===== src/rtl/cdv_pkg.sv =====
// constants for cable reflectometry results and variance control
package cdv_pkg;

    // ************************************************************
    // register map
    // ************************************************************
    localparam int          ADDR_W      = 5;
    localparam int          DATA_W      = 16;
    localparam logic [4:0]  A_RCTRL     = 5'h16;
    localparam logic [4:0]  A_RWIN      = 5'h17;
    localparam logic [4:0]  A_PEAK      = 5'h18;
    localparam logic [4:0]  A_THR       = 5'h19;
    localparam logic [4:0]  A_VCTRL     = 5'h1a;
    localparam logic [4:0]  A_VDATA     = 5'h1b;

    // ************************************************************
    // field positions and reset values
    // ************************************************************
    localparam int          B_SEND      = 11;
    localparam int          B_MIN       = 7;
    localparam int          B_MET       = 8;
    localparam int          B_RDY       = 15;
    localparam int          B_FRZ       = 3;
    localparam int          B_EN        = 0;
    localparam logic [5:0]  THR_RST     = 6'h20;
    localparam logic [7:0]  WIN_RST     = 8'h00;

    // ************************************************************
    // timing
    // ************************************************************
    localparam int          STEP_NS     = 8;
    localparam int          UNIT_TICKS  = 131072;
    localparam int          UNITS_BASE  = 2;

    // reflectometry capture states, gray from idle to run, both bits fall on the return to idle
    typedef enum logic [1:0] {
        CS_IDLE   = 2'b00,
        CS_LAUNCH = 2'b01,
        CS_RUN    = 2'b11
    } cdv_cap_t;

endpackage


===== src/rtl/cdv_top.sv =====
// reflectometry result capture and variance control registers
`timescale 1ns/1ps
module cdv_top #(
    parameter int UNIT_TICKS = cdv_pkg::UNIT_TICKS,
    parameter int ERR_W      = 8
) (
    input  wire logic                    clk_i,         // system clock
    input  wire logic                    rst_i,         // async reset
    input  wire logic [4:0]              addr_i,        // register address
    input  wire logic [15:0]             wdata_i,       // write data
    input  wire logic                    wr_i,          // write strobe
    input  wire logic                    rd_i,          // read strobe
    output logic      [15:0]             rdata_o,       // read data
    output logic                         pulse_launch_o,// send pulse now
    input  wire logic                    smp_valid_i,   // one 8 ns sample
    input  wire logic [5:0]              smp_i,         // echo sample
    input  wire logic                    sym_valid_i,   // 100 Mb symbol
    input  wire logic signed [ERR_W-1:0] sym_err_i      // symbol error
);

    // ************************************************************
    // declarations
    // ************************************************************
    cdv_pkg::cdv_cap_t state_q;
    logic              pulse_send_q;
    logic              minimum_detect_mode_q;
    logic [5:0]        thr_q;
    logic [7:0]        window_begin_q;
    logic [7:0]        window_end_q;
    logic [7:0]        t_q;
    logic [5:0]        peak_q;
    logic [7:0]        peak_time_index_q;
    logic              peak_seen_q;
    logic              threshold_met_flag_q;
    logic [7:0]        threshold_time_index_q;
    logic              var_en_q;
    logic [1:0]        var_period_q;
    logic              var_frz_q;
    logic              var_rdy_q;
    logic              var_hi_q;
    logic [31:0]       var_data_q;
    logic [31:0]       var_sum;
    logic              var_done;
    logic              var_load;
    logic              var_restart;
    logic              var_rd2;
    logic              wr_rctrl;
    logic              wr_vctrl;
    logic              in_win;
    logic              smp_take;
    logic              better;
    logic              meets;
    logic              cap_done;
    logic [15:0]       rd_d;

    // ************************************************************
    // register decode
    // ************************************************************
    assign wr_rctrl = wr_i && (addr_i == cdv_pkg::A_RCTRL);
    assign wr_vctrl = wr_i && (addr_i == cdv_pkg::A_VCTRL);
    assign var_rd2  = rd_i && (addr_i == cdv_pkg::A_VDATA) && var_hi_q;
    assign var_restart = wr_vctrl
                         && (wdata_i[2:1] != var_period_q);

    // reflect control and window fields
    always_ff @(posedge clk_i or posedge rst_i)
    begin
        if (rst_i)
        begin
            minimum_detect_mode_q <= 1'b0;
            thr_q                 <= cdv_pkg::THR_RST;
            window_begin_q        <= cdv_pkg::WIN_RST;
            window_end_q          <= cdv_pkg::WIN_RST;
        end
        else
        begin
            if (wr_rctrl)
            begin
                minimum_detect_mode_q <= wdata_i[cdv_pkg::B_MIN];
                thr_q                 <= wdata_i[5:0];
            end
            if (wr_i && (addr_i == cdv_pkg::A_RWIN))
            begin
                window_begin_q <= wdata_i[15:8];
                window_end_q   <= wdata_i[7:0];
            end
        end
    end

    // ************************************************************
    // reflectometry capture
    // ************************************************************
    assign in_win   = (t_q >= window_begin_q) && (t_q <= window_end_q);
    assign smp_take = (state_q == cdv_pkg::CS_RUN) && smp_valid_i;
    assign cap_done = smp_take
                      && ((t_q == window_end_q) || (t_q == 8'hff));
    // strict compare keeps the first occurrence of a peak
    assign better   = !peak_seen_q
                      || (minimum_detect_mode_q ? (smp_i < peak_q)
                                                : (smp_i > peak_q));
    assign meets    = minimum_detect_mode_q ? (smp_i < thr_q)
                                            : (smp_i > thr_q);
    assign pulse_launch_o = (state_q == cdv_pkg::CS_LAUNCH);

    // capture sequencing and self clearing send bit
    always_ff @(posedge clk_i or posedge rst_i)
    begin
        if (rst_i)
        begin
            state_q      <= cdv_pkg::CS_IDLE;
            pulse_send_q <= 1'b0;
        end
        else
        begin
            case (state_q)
                cdv_pkg::CS_IDLE:
                begin
                    if (wr_rctrl && wdata_i[cdv_pkg::B_SEND])
                    begin
                        state_q      <= cdv_pkg::CS_LAUNCH;
                        pulse_send_q <= 1'b1;
                    end
                end
                cdv_pkg::CS_LAUNCH:
                begin
                    state_q <= cdv_pkg::CS_RUN;
                end
                cdv_pkg::CS_RUN:
                begin
                    if (cap_done)
                    begin
                        state_q      <= cdv_pkg::CS_IDLE;
                        pulse_send_q <= 1'b0;
                    end
                end
                default:
                begin
                    state_q      <= cdv_pkg::CS_IDLE;
                    pulse_send_q <= 1'b0;
                end
            endcase
        end
    end

    // time index in 8 ns sample steps from launch
    always_ff @(posedge clk_i or posedge rst_i)
    begin
        if (rst_i)
        begin
            t_q <= '0;
        end
        else if (state_q == cdv_pkg::CS_LAUNCH)
        begin
            t_q <= '0;
        end
        else if (smp_take && (t_q != 8'hff))
        begin
            t_q <= t_q + 8'h01;
        end
    end

    // peak value and time of first occurrence
    always_ff @(posedge clk_i or posedge rst_i)
    begin
        if (rst_i)
        begin
            peak_q            <= '0;
            peak_time_index_q <= '0;
            peak_seen_q       <= 1'b0;
        end
        else if (state_q == cdv_pkg::CS_LAUNCH)
        begin
            peak_q            <= '0;
            peak_time_index_q <= '0;
            peak_seen_q       <= 1'b0;
        end
        else if (smp_take && in_win && better)
        begin
            peak_q            <= smp_i;
            peak_time_index_q <= t_q;
            peak_seen_q       <= 1'b1;
        end
    end

    // threshold flag and time of first hit
    always_ff @(posedge clk_i or posedge rst_i)
    begin
        if (rst_i)
        begin
            threshold_met_flag_q   <= 1'b0;
            threshold_time_index_q <= '0;
        end
        else if (state_q == cdv_pkg::CS_LAUNCH)
        begin
            threshold_met_flag_q   <= 1'b0;
            threshold_time_index_q <= '0;
        end
        else if (smp_take && in_win && meets && !threshold_met_flag_q)
        begin
            threshold_met_flag_q   <= 1'b1;
            threshold_time_index_q <= t_q;
        end
    end

    // ************************************************************
    // variance control
    // ************************************************************
    cdv_var_acc #(
        .UNIT_TICKS (UNIT_TICKS),
        .ERR_W      (ERR_W)
    ) u_acc (
        .clk_i       (clk_i),
        .rst_i       (rst_i),
        .enable_i    (var_en_q),
        .restart_i   (var_restart),
        .period_i    (var_period_q),
        .sym_valid_i (sym_valid_i),
        .sym_err_i   (sym_err_i),
        .sum_o       (var_sum),
        .done_o      (var_done)
    );
    assign var_load = var_done && !var_frz_q;

    // enable, period and freeze bits
    always_ff @(posedge clk_i or posedge rst_i)
    begin
        if (rst_i)
        begin
            var_en_q     <= 1'b0;
            var_period_q <= 2'h0;
            var_frz_q    <= 1'b0;
        end
        else if (wr_vctrl)
        begin
            var_en_q     <= wdata_i[cdv_pkg::B_EN];
            var_period_q <= wdata_i[2:1];
            var_frz_q    <= wdata_i[cdv_pkg::B_FRZ];
        end
        else if (var_rd2)
        begin
            var_frz_q    <= 1'b0;
        end
    end

    // ready flag, set wins over clear
    always_ff @(posedge clk_i or posedge rst_i)
    begin
        if (rst_i)
        begin
            var_rdy_q <= 1'b0;
        end
        else if (var_load)
        begin
            var_rdy_q <= 1'b1;
        end
        else if (var_rd2)
        begin
            var_rdy_q <= 1'b0;
        end
    end

    // data register and half select
    always_ff @(posedge clk_i or posedge rst_i)
    begin
        if (rst_i)
        begin
            var_data_q <= '0;
            var_hi_q   <= 1'b0;
        end
        else
        begin
            if (var_load)
            begin
                var_data_q <= var_sum;
            end
            if (rd_i || wr_vctrl)
            begin
                var_hi_q <= rd_i && (addr_i == cdv_pkg::A_VDATA) && !var_hi_q;
            end
        end
    end

    // ************************************************************
    // read path
    // ************************************************************
    always_comb
    begin
        rd_d = '0;
        case (addr_i)
            cdv_pkg::A_RCTRL:
                rd_d = {4'h0, pulse_send_q, 3'h0,
                        minimum_detect_mode_q, 1'b0, thr_q};
            cdv_pkg::A_RWIN: rd_d = {window_begin_q, window_end_q};
            cdv_pkg::A_PEAK:
                rd_d = {2'h0, peak_q, peak_time_index_q};
            cdv_pkg::A_THR:
                rd_d = {7'h00, threshold_met_flag_q,
                        threshold_time_index_q};
            cdv_pkg::A_VCTRL:
                rd_d = {var_rdy_q, 11'h000, var_frz_q,
                        var_period_q, var_en_q};
            cdv_pkg::A_VDATA:
                rd_d = var_hi_q ? var_data_q[31:16]
                                : var_data_q[15:0];
            default:         rd_d = '0;
        endcase
    end

    // read data stands one cycle after the strobe
    always_ff @(posedge clk_i or posedge rst_i)
    begin
        if (rst_i)
        begin
            rdata_o <= '0;
        end
        else
        begin
            rdata_o <= rd_i ? rd_d : 16'h0000;
        end
    end
endmodule // cdv_top


===== src/rtl/cdv_var_acc.sv =====
// variance accumulator with selectable period timer
`timescale 1ns/1ps
module cdv_var_acc #(
    parameter int UNIT_TICKS = cdv_pkg::UNIT_TICKS,
    parameter int ERR_W      = 8,
    parameter int TW         = 24
) (
    input  wire logic                    clk_i,       // system clock
    input  wire logic                    rst_i,       // async reset
    input  wire logic                    enable_i,    // run computation
    input  wire logic                    restart_i,   // drop partial sum
    input  wire logic [1:0]              period_i,    // period select
    input  wire logic                    sym_valid_i, // one 8 ns symbol
    input  wire logic signed [ERR_W-1:0] sym_err_i,   // receive error
    output logic      [31:0]             sum_o,       // last full sum
    output logic                         done_o       // period expired
);

    logic [TW-1:0]        limit;
    logic [TW-1:0]        cnt_q;
    logic [31:0]          acc_q;
    logic [2*ERR_W-1:0]   sq;
    logic signed [2*ERR_W-1:0] err_x;
    logic                 last;

    // period length in symbol ticks
    assign limit = TW'(UNIT_TICKS * cdv_pkg::UNITS_BASE
                   * (int'(period_i) + 1));
    // sign extend first so the square keeps all of its bits
    assign err_x = {{ERR_W{sym_err_i[ERR_W-1]}}, sym_err_i};
    assign sq    = $unsigned(err_x * err_x);
    assign last  = sym_valid_i && (cnt_q == limit - TW'(1));

    // period timer and running sum
    always_ff @(posedge clk_i or posedge rst_i)
    begin
        if (rst_i)
        begin
            cnt_q <= '0;
            acc_q <= '0;
        end
        else if (!enable_i || restart_i)
        begin
            cnt_q <= '0;
            acc_q <= '0;
        end
        else if (last)
        begin
            cnt_q <= '0;
            acc_q <= '0;
        end
        else if (sym_valid_i)
        begin
            cnt_q <= cnt_q + TW'(1);
            acc_q <= acc_q + 32'(sq);
        end
    end

    // finished sum and expiry pulse
    always_ff @(posedge clk_i or posedge rst_i)
    begin
        if (rst_i)
        begin
            sum_o  <= '0;
            done_o <= 1'b0;
        end
        else
        begin
            done_o <= enable_i && !restart_i && last;
            if (enable_i && !restart_i && last)
            begin
                sum_o <= acc_q + 32'(sq);
            end
        end
    end

endmodule // cdv_var_acc


===== config.mk =====
export PLATFORM = sky130hd
export DESIGN_NAME = cdv_top
export DESIGN_NICKNAME = d
export VERILOG_FILES = /design/src/rtl/cdv_pkg.sv /design/src/rtl/cdv_top.sv /design/src/rtl/cdv_var_acc.sv
export SDC_FILE = /design/constraint.sdc
export NUM_CORES = 1
export LEC_CHECK = 0
export BUFFER_PORTS_ARGS = -buffer_cell sky130_fd_sc_hd__buf_2
export CAP_MARGIN = 20
export CELL_PAD_IN_SITES_DETAIL_PLACEMENT = 0
export CELL_PAD_IN_SITES_GLOBAL_PLACEMENT = 2
export CORE_MARGIN = 1
export CORE_UTILIZATION = 42
export CTS_BUF_LIST = sky130_fd_sc_hd__clkbuf_4
export DETAILED_ROUTE_END_ITERATION = 8
export PLACE_DENSITY_LB_ADDON = 0.1
export SLEW_MARGIN = 10
export SYNTH_ARGS = -nofsm -noshare
export SYNTH_HDL_FRONTEND = slang
export SYNTH_SLANG_ARGS = --single-unit
export TNS_END_PERCENT = 1

===== constraint.sdc =====
create_clock -name clk_i -period 8.6 [get_ports clk_i]
set_input_delay 1.29 -clock clk_i [delete_from_list [all_inputs] [get_ports clk_i]]
set_output_delay 1.29 -clock clk_i [all_outputs]
set_load 0.02 [all_outputs]

# Yosys cells after proc, flatten, opt, wreduce, memory -nomap -nowiden
# Index checks and enable logic that the tools add are counted.
# totals
reg_bits	201
out_inout_bits	17
word_cells	122
# classes
addsub	5
multipliers	1
n_lt_le_gt_ge	6
n_eq_ne	15
n_mux	32
bitwise	1
n_reduce_logical	39
# ops
op	count
$mux 32	3
$pmux 16 s6	1
$mux 24	3
$mux 8	6
$add 32x16->32	1
$mux 16	2
$eq 5x5->1 const B	6
$add 24x1->24 const B	1
$eq 24x24->1	1
$sub 24x1->24 const B	1
$logic_and 1x1->1	20
$mul 8x8->16	1
$gt 6x6->1	2
$lt 6x6->1	2
$mux 6	2
$mux 1	11
$reduce_bool 2->1	5
$add 8x1->8 const B	1
$eq 8x8->1	1
$eq 8x8->1 const B	1
$ge 8x8->1	1
$le 8x8->1	1
$ne 8x8->1 const B	1
$logic_not 1->1	6
14 further kinds	19

# Longest topological paths before layout
# Gate-level depths: netlist of run 1.
# logic_depth
ltp_word	7
ltp_mapped	26
depth_no_buf	24

# Modules after synthesis
# From an unflattened synthesis of run 1, not the netlist that was laid out.
# hier_totals
hier_cells	1261
area_unflattened_um2	12589.6
# modules_own_cells
mod	n_inst	cells_each	area_per_inst_um2	seq_area_each_um2
cdv_var_acc	1	751	6934.2	2227.1
cdv_top	1	510	5655.4	2803.9

# Least setup slack after synthesis of run 1
# No wires, ideal clock.
# synth_path
path_type	input to register
start	in sym_err_i[1]
end	reg u_acc.acc_q[18]
t_arrival_ns	6.826
t_required_ns	8.518
setup_slack_ns	1.692
cell_stages	22
n_path_buf	2
cell_sequence	clkbuf_1 -> and2_1 -> ha_1 -> fa_1 -> inv_1 -> fa_1 -> fa_1 -> inv_1 -> ha_1 -> a21o_1 -> a21oi_1 -> o21ai_0 -> or4_1 -> a211o_1 -> o211ai_1 -> ha_1 -> and3_1 -> a311oi_1 -> a21boi_1 -> buf_2 -> o21ai_0 -> a31oi_1
# synth_between
elab_chain_cells	5
# synth_lines
item	line	rtl
start, declared	cdv_top.sv:18	input wire logic signed [ERR_W-1:0] sym_err_i
$mul 8x8->16	cdv_var_acc.sv:31	assign sq = $unsigned(err_x * err_x);
$add 32x16->32	cdv_var_acc.sv:55	acc_q <= acc_q + 32'(sq);
$mux 32	cdv_var_acc.sv:52	else if (sym_valid_i)
$mux 32	cdv_var_acc.sv:47	else if (last)
$mux 32	cdv_var_acc.sv:42	else if (!enable_i || restart_i)
end signal, assigned	cdv_var_acc.sv:55	
end, declared	cdv_var_acc.sv:21	logic [31:0] acc_q;
# No other way between the ends. The select of a mux whose other input is x is not followed.
# A chain may end at the register's enable or synchronous reset.

# Worst setup path after layout of run 1
# layout_path
start	in sym_err_i[4]
end	reg u_acc.acc_q[26]
# Same word-level chain as after synthesis.

==> summary.md, run 1 <==
| Metric | Value |
|---|---|
| CTS Buf Count | `slightly above 60` |
| Core Area | `between 30000 and 40000 um2` |
| Starting Density | `0.427` |
| Avg Cell Area, Syn | `between 9 and 10 um2` |
| Buffers on Ports | `57` |
| Post-CTS Setup Repair Bufs | `0` |
| Crit-path leading delay family | `adder cells` |
| Final-report setup violation count | `0` |
| Slew @ Worst Pin | `roughly 1100 ps` |
| Crit-path max cell delay | `530 ps` |
| Clock Path Buffers | `3` |
| Total global-route track usage | `0.226` |
| Row cnt | `64` |
| Share of post-route cells with drive strength above 1 | `0.186` |
| Final-stage net count | `about 1500` |
| Final worst path period share | `0.783` |
| Static leakage | `approximately 0.007 uW` |
| Placer congestion estimate | `roughly 0.84` |
| Clk Latency, worst-skew pair | `roughly 770 ps` |
| Relative slew slack | `0.289` |
| # fillers | `roughly 3000` |
| CP Launch Point | `sym_err_i[4]` |
| Synth warn | `0` |
| M1 GR Usage | `0.309` |
| Setup CP Type | `in2reg` |
| Clock sinks | `roughly 200` |
| Worst r2r src | `u_acc.acc_q[0]$_DFFE_PP0P_` |
| DRT antenna net count | `0` |
| Setup TNS | `0 ps` |
| Post-synth top area share | `0.384` |
| DIE WIDTH | `~180 um` |
| Final WL | `between 30 and 40 mm` |
| Met3 GRT Util | `0.0379` |
| Critical Path Fanout Max | `16` |
| Die ar. | `~32000 um2` |
| Gates resized, CTS repair | `0` |
| Worst Hold Launch | `u_acc.sum_o[3]$_DFFE_PP0P_` |
| FF+latch count, synth | `approximately 200` |
| Max cap viols | `0` |
| Synth Flop Type | `dfrtp_1` |
| Top Ports | `58` |
| CP Launch Type | `primary input` |
| Post-Syn Instances | `about 1300` |
| WHS | `approximately 470 ps` |
| Routed WL per cell | `around 19 um` |
| Die height | `about 180 um` |
| Count of pins over their slew limit | `0` |
| Initial drt markers | `slightly below 600` |
| Post-synthesis sequential area ratio | `0.386` |
| Most used cell, CP | `inv_1` |
| Area contributors post-synth | `dfrtp_1 (38%), mux2_2 (7.4%), ha_1 (7.0%), fa_1 (6.8%), nand2_1 (4.0%)` |
| Netlist area before placement | `approximately 13000 um2` |
| Grt ovf | `0` |
| HP Class | `reg2reg` |
| Clk_skew | `roughly 54 ps` |
| Unrepaired setup endpoints after global routing | `no` |
| CTS tree | `done` |
| Worst Path Buf+Inv | `6` |
| Largest net degree at the start of global routing | `134` |
| Initial antenna violation count | `1` |
| DR vias | `about 9900` |
| CTS H-tree lvls | `2` |
| # DRC | `0` |
| Global-route wire length before repair | `55.0 mm` |
| Worst IR drop on VDD | `between 0.3 and 0.4 mV` |
| Number of global-route vias before repair | `around 9800` |
| Power density over the cells | `~310 nW/um2` |
| Fin. Hold Viols | `0` |
| Biggest area consumer among synthesized cells | `dfrtp_1` |
| Status | `completed` |
| Crit path arrival time | `approximately 7400 ps` |
| Asr flop ratio synth | `1.00` |
| Area Overhead vs Synth | `10.6%` |
| Top-count cell post-synth | `dfrtp_1` |
| Slowest CP cell | `a311oi_1` |
| Fin crit period | `approximately 6700 ps` |
| Post-synth EDFFs | `0` |
| GRT busiest layer | `met2` |
| Drt first pass iters | `5` |
| Synth cell count leaders | `dfrtp_1 (200), nand2_1 (137), inv_1 (129)` |
| Worst-path clk slew | `~60 ps` |
| Met2 Usage GRT | `0.356` |
| Root Driver | `clkbuf_4` |
| Kind of end point of the critical path | `flop` |
| DR vias/cell | `5.41` |
| WP data required | `a little over 9000 ps` |
| Post-synth net total | `~1500` |
| Dpl hpwl | `~25 mm` |
| Post-CTS Hold Buffers | `0` |
| Distinct cells, synth | `81` |
| Max Fclk | `~150 MHz` |
==> layer usage <==
metal,share of wire,vias to the layer above
met5,0,-
met4,0.024,0
met3,0.043,52
met2,0.47,195
met1,0.47,4848
li1,-,4803
==> path summary, 6_finish.rpt <==
path,endpoint,slack (ps),depth (start not counted)
min reg2reg,u_acc.sum_o[3]$_DFFE_PP0P_,470,2
max reg2reg,u_acc.acc_q[28]$_DFFE_PP0P_,5320,8
max in group asynchronous,u_acc.acc_q[6]$_DFFE_PP0P_,6400,3
min,u_acc.sum_o[3]$_DFFE_PP0P_,470,2
max,u_acc.acc_q[26]$_DFFE_PP0P_,1860,25
min in group asynchronous,u_acc.cnt_q[16]$_DFFE_PP0P_,660,2
==> power breakdown <==
part / switching (uW) / internal, uW
Combinational: 1500 / 867
Clock: 445 / 491
Sequential: 73.6 / 1020
==> worst min-delay path, stage by stage (launching register included) <==
cell and delay (ps):
dfrtp_1 340, nand2_1 50, nand2_1 40
==> sequential cells by signal, summed over array words and instances, names as in the netlist <==
| register | count |
|---|---|
| u_acc.acc_q | 32 |
| u_acc.sum_o | 32 |
| var_data_q | 32 |
| u_acc.cnt_q | 24 |
| rdata_o | 16 |
| peak_time_index_q | 8 |
| t_q | 8 |
| threshold_time_index_q | 8 |
| window_begin_q | 8 |
| window_end_q | 8 |
| peak_q | 6 |
| thr_q | 6 |
| state_q | 2 |
| var_period_q | 2 |
| minimum_detect_mode_q | 1 |
| peak_seen_q | 1 |
| pulse_send_q | 1 |
| threshold_met_flag_q | 1 |
| u_acc.done_o | 1 |
| var_en_q | 1 |
| var_frz_q | 1 |
| var_hi_q | 1 |
| var_rdy_q | 1 |
==> placed cells by master (no fill, tap or decap), types with 7 or more instances in the layout <==
master and n:
dfrtp_1 200, nand2_1 137, inv_1 128, clkbuf_4 87, mux2_2 85, nor2_1 82, ha_1 73, buf_2 57
a21oi_1 50, xnor2_1 49, fa_1 44, o21ai_0 41, nand3_1 36, mux2i_1 27, nor3_1 22, and2_1 22
a31oi_1 19, a22o_1 18, nand4_1 17, clkinv_1 16, a21o_1 15, xor2_1 15, a222oi_1 13, or4_1 11
o31ai_1 10, and4_1 9, nor2b_1 9, o211ai_1 9, or3_1 9, buf_4 9, nand2b_1 8, and3_1 7
nor3b_1 7
==> stage by stage <==
stage / area [um2] / std cells / total power (uW) / setup slack [ps] / utilization
floorplan: 13000 / 1318 / 2840 / 1690 / -
global placement: 13600 / 1722 / 3480 / 1220 / 0.447
detailed placement: 13600 / 1722 / 3480 / 1080 / 0.447
CTS: 14400 / 1829 / 4450 / 1890 / 0.472
global route: 14400 / 1831 / 4780 / 1510 / 0.472
finish: 14400 / 1831 / 4390 / 1860 / 0.472
==> cell families (layout without fill, tap and decap cells) <==
kind of cell,count (synthesis),after routing,share of synthesized area
multiplexers,112,112,0.0943
adder cells (fa/ha/maj),117,117,0.138
buffers and inverters,188,303,0.0570
AND/OR/NAND/NOR,408,408,0.159
AO/OA/AOI/OAI,228,228,0.122
other,0,2,0
flip-flops,201,201,0.386
XOR/XNOR,64,64,0.0431
==> cell type report <==
cell class              instances  area (um2)  share of cell area
inverters                     130         495              0.0344
multi-input cells             929        7250               0.504
diodes                          2        5.00            0.000348
clock buffers                  87         653              0.0454
flip-flops and latches        201        5030               0.350
clock inverters                20         109             0.00756
repair buffers                 66         353              0.0245
well taps                     396         495              0.0344
(Power assumes the default switching activity.)
==> run 2: changes to the inputs <==
--- a/config.mk
+++ b/config.mk
@@ -5,12 +5,13 @@
 export SDC_FILE = /design/constraint.sdc
 export NUM_CORES = 1
 export LEC_CHECK = 0
+export ABC_AREA = 1
 export BUFFER_PORTS_ARGS = -buffer_cell sky130_fd_sc_hd__buf_2
 export CAP_MARGIN = 20
 export CELL_PAD_IN_SITES_DETAIL_PLACEMENT = 0
 export CELL_PAD_IN_SITES_GLOBAL_PLACEMENT = 2
 export CORE_MARGIN = 1
-export CORE_UTILIZATION = 42
+export CORE_UTILIZATION = 35
 export CTS_BUF_LIST = sky130_fd_sc_hd__clkbuf_4
 export DETAILED_ROUTE_END_ITERATION = 8
 export PLACE_DENSITY_LB_ADDON = 0.1
==> constraint.sdc (replaced) <==
create_clock -name clk_i -period 5.64 [get_ports clk_i]
set_input_delay 0.846 -clock clk_i [delete_from_list [all_inputs] [get_ports clk_i]]
set_output_delay 0.846 -clock clk_i [all_outputs]
set_load 0.02 [all_outputs]
==> run 2 against run 1 <==
Compared with the run above: hold slack worse by 180 ps; synthesized cell count is 31% higher; clock power grew 49%.
==> summary.md, run 2 <==
| Metric | Value |
|---|---|
| Status | `completed` |
| HP Class | `in2reg` |
| Area contributors post-synth | `dfrtp_1 (37%), nand2_1 (12%), inv_1 (8.5%), ha_1 (6.8%), fa_1 (6.6%)` |
| Synth cell count leaders | `nand2_1 (445), inv_1 (304), dfrtp_1 (200)` |
| Post-synth net total | `1886 (+28%)` |
| Worst Path Buf+Inv | `8 (+2)` |
| CP Launch Type | `primary input` |
| Post-synth EDFFs | `0 (unchanged)` |
| Die height | `198 um (+11%)` |
| Dpl hpwl | `28.8 mm (+16%)` |
| Biggest area consumer among synthesized cells | `dfrtp_1` |
| Post-synthesis adder-cell area fraction | `0.134 (-0.00404)` |
| Count of pins over their slew limit | `0 (unchanged)` |
| Avg Cell Area, Syn | `7.76 um2 (-21%)` |
| Starting Density | `0.356 (-0.0706)` |
| WHS | `289 ps (-177 ps)` |
| Relative slew slack | `0.423 (+0.134)` |
| Top Registers | `u_acc.acc_q: 32 flops, u_acc.sum_o: 32 flops, var_data_q: 32 flops` |
| Buffers on Ports | `57 (unchanged)` |
| Most used cell, CP | `fa_1` |
| Crit-path leading delay family | `adder cells` |
| Final setup margin | `269 ps (-1590 ps)` |
| Portion of netlist area occupied by mux cells | `0.0185 (-0.0758)` |
| CTS Buf Count | `60 (-1.6%)` |
| Asr flop ratio synth | `1.00 (unchanged)` |
| CTS H-tree lvls | `2 (unchanged)` |
| Slew @ Worst Pin | `865 ps (-199 ps)` |
| Top-count cell post-synth | `nand2_1` |
| Synth Flop Type | `dfrtp_1` |
| Core Area | `37700 um2 (+23%)` |
| Power density over the cells | `524 nW/um2 (+72%)` |
| CTS tree | `done` |
| CP Launch Point | `sym_err_i[7]` |
| Root Driver | `clkbuf_4` |
| Seq pwr share | `0.201 (-0.048)` |
| Worst r2r src | `u_acc.cnt_q[0]$_DFFE_PP0P_` |
| Distinct cells, synth | `48 (-41%)` |
| Post-synth top area share | `0.373 (-0.0113)` |
| Global-route wire length before repair | `62.8 mm (+14%)` |
| Clock sinks | `201 (unchanged)` |
| Worst path depth | `26 (+4.0%)` |
| Final WL | `38.5 mm (+12%)` |
| Row cnt | `71 (+11%)` |
| Placer congestion estimate | `0.829 (-0.90%)` |
| Final-report setup violation count | `0 (unchanged)` |
| Placed insts | `2344 (+36%)` |
| Most common cell after layout, fill and taps aside | `nand2_1` |
| Max Fclk | `between 150 and 200 MHz` |
| Worst setup path end | `u_acc.acc_q[13]$_DFFE_PP0P_` |
| Area Overhead vs Synth | `17.3%` |
| Synth Area in Compound Gates | `0.0845 (-0.0376)` |
| Initial drt markers | `558 (-6.2%)` |
| Worst IR drop on VDD | `0.593 mV (+63%)` |
| DRT antenna net count | `0 (unchanged)` |
| Post-synthesis simple-gate area fraction | `0.253 (+0.0939)` |
| Initial antenna violation count | `2 (+1)` |
| Share of post-route cells with drive strength above 1 | `0.172 (-0.0136)` |
| Post-synthesis sequential area ratio | `0.375 (-0.0113)` |
| Clk_skew | `50.6 ps (-2.95 ps)` |
| WP data required | `6250 ps (-2970 ps)` |
| Net switching power | `3590 uW (+78%)` |
| Tot Pwr | `8250 uW (+88%)` |
| Clock Power Share | `0.168 (-0.045)` |
| R2R Path End | `u_acc.sum_o[7]$_DFFE_PP0P_` |
| Post-Syn Instances | `1728 (+31%)` |
| Final-stage net count | `2058 (+33%)` |
| Critical Path Fanout Max | `10 (-6)` |
| # DRC | `0 (unchanged)` |
| DR vias/cell | `4.69 (-13%)` |
| Internal power of the cells | `4650 uW (+96%)` |
| Largest net degree at the start of global routing | `134 (unchanged)` |
| Crit path arrival time | `5980 ps (-1380 ps)` |
| Cell Count, Final, Fillers Out | `2461 (+34%)` |
| Clock Path Buffers | `3 (unchanged)` |
| Main combinational cell family by area after synthesis | `simple AND/OR/NAND/NOR gates` |
| R2r setup slk | `2960 ps (-2360 ps)` |
| DR vias | `11500 (+17%)` |
| Crit-path max cell delay | `540 ps (about the same)` |
| Fin. Hold Viols | `0 (unchanged)` |
| Drt first pass iters | `5 (unchanged)` |
| Worst Reg-to-Reg Cells | `10 (+2)` |
| Place WS | `-775 ps (-1860 ps)` |
| Number of global-route vias before repair | `11500 (+17%)` |
| Slowest CP cell | `fa_1` |
| Unrepaired setup endpoints after global routing | `yes` |
| Total global-route track usage | `0.207 (-0.0190)` |
| Synth warn | `0 (unchanged)` |
| Max cap viols | `0 (unchanged)` |
| Routed WL per cell | `15.6 um (-17%)` |
| Fin crit period | `5370 ps` |
| Most frequent cells in the layout | `nand2_1 (442), inv_1 (301), dfrtp_1 (200)` |
| Worst-path clk slew | `60 ps (about the same)` |
| FF+latch count, synth | `201 (unchanged)` |
| Top Ports | `58 (unchanged)` |
| Setup CP Type | `in2reg` |
| Netlist area before placement | `13400 um2 (+3.0%)` |
| DIE WIDTH | `198 um (+11%)` |
| Synth Area in XOR/XNOR | `0.0287 (-0.0143)` |
| Die ar. | `39100 um2 (+23%)` |
| Clk Latency, worst-skew pair | `810 ps (+40 ps)` |
| Combinational share of power | `0.631 (+0.093)` |
| Sw Share | `0.436 (-0.0228)` |
| Static leakage | `0.00836 uW (+19%)` |
| Final worst path period share | `0.952` |
| Grt ovf | `0 (unchanged)` |
| Kind of end point of the critical path | `flop` |
-- run 2: kinds of logic after synthesis --
| group | Yosys count |
|---|---|
| adder cells (fa/ha/maj) | 117 |
| flip-flops | 201 |
| multiplexers | 22 |
| XOR/XNOR | 44 |
| AND/OR/NAND/NOR | 775 |
| buffers and inverters | 359 |
| AO/OA/AOI/OAI | 210 |
-- run 2: timing repair --
item,in CTS,in global routing
endpoints found under the hold margin,0,7
gates resized for setup,0,25
hold buffers,0,1
setup buffers,0,1
endpoints found under the setup margin,0,38
-- run 2: power groups by stage --
stage	Clock (uW)	Combinational, uW	Sequential (uW)
2_1_floorplan	0	2590	1650
3_3_place_gp	0	4980	1680
3_5_place_dp	0	4940	1680
4_1_cts	1450	4980	1660
5_1_grt	1530	5830	1670
6_report	1390	5200	1660
-- run 2: worst min path at each step --
| stage | endpoint | startpoint | depth (start not counted) | slack [ps] |
|---|---|---|---|---|
| 2_1_floorplan | u_acc.sum_o[24]$_DFFE_PP0P_ | u_acc.sum_o[24]$_DFFE_PP0P_ | 2 | 450 |
| 3_3_place_gp | u_acc.sum_o[25]$_DFFE_PP0P_ | u_acc.sum_o[25]$_DFFE_PP0P_ | 2 | 470 |
| 3_5_place_dp | u_acc.sum_o[25]$_DFFE_PP0P_ | u_acc.sum_o[25]$_DFFE_PP0P_ | 2 | 470 |
| 4_1_cts | u_acc.cnt_q[12]$_DFFE_PP0P_ | rst_i | 2 | 210 |
| 5_1_grt | var_period_q[1]$_DFFE_PP0P_ | wdata_i[2] | 3 | 230 |
| 6_report | thr_q[5]$_DFFE_PP1P_ | wdata_i[5] | 3 | 290 |
-- run 2: layout make-up --
type                    count  area [um2]
diodes                      3        7.51
clock buffers              83         623
flip-flops and latches    201        5030
inverters                 311        1180
clock inverters            26         110
multi-input cells        1168        7050
repair buffers            158        1100
fillers                  4034       21900
well taps                 511         639
-- run 2: worst register-to-register path: stages (launching register included) --
cell	delay, ps
dfrtp_1	420
ha_1	190
nand2_1	60
inv_1	120
nand2_2	90
nor3_2	270
nand3_2	180
nor2_4	510
inv_2	440
nand2_1	170
o21ai_1	70
-- run 2: through the flow --
stage | util | setup TNS (ps) | cell area (um2)
finish | 0.418 | 0 | 15700
global placement | 0.393 | -21170 | 14800
CTS | 0.413 | 0 | 15600
detailed placement | 0.393 | -24410 | 14800
floorplan | - | -5950 | 13400
global route | 0.418 | -23.7 | 15700
-- run 2: layer usage --
| layer | global-route usage | share of wire |
|---|---|---|
| met5 | 0 | 0 |
| met4 | 0.0571 | 0.020 |
| met3 | 0.0376 | 0.042 |
| met2 | 0.326 | 0.44 |
| met1 | 0.290 | 0.50 |
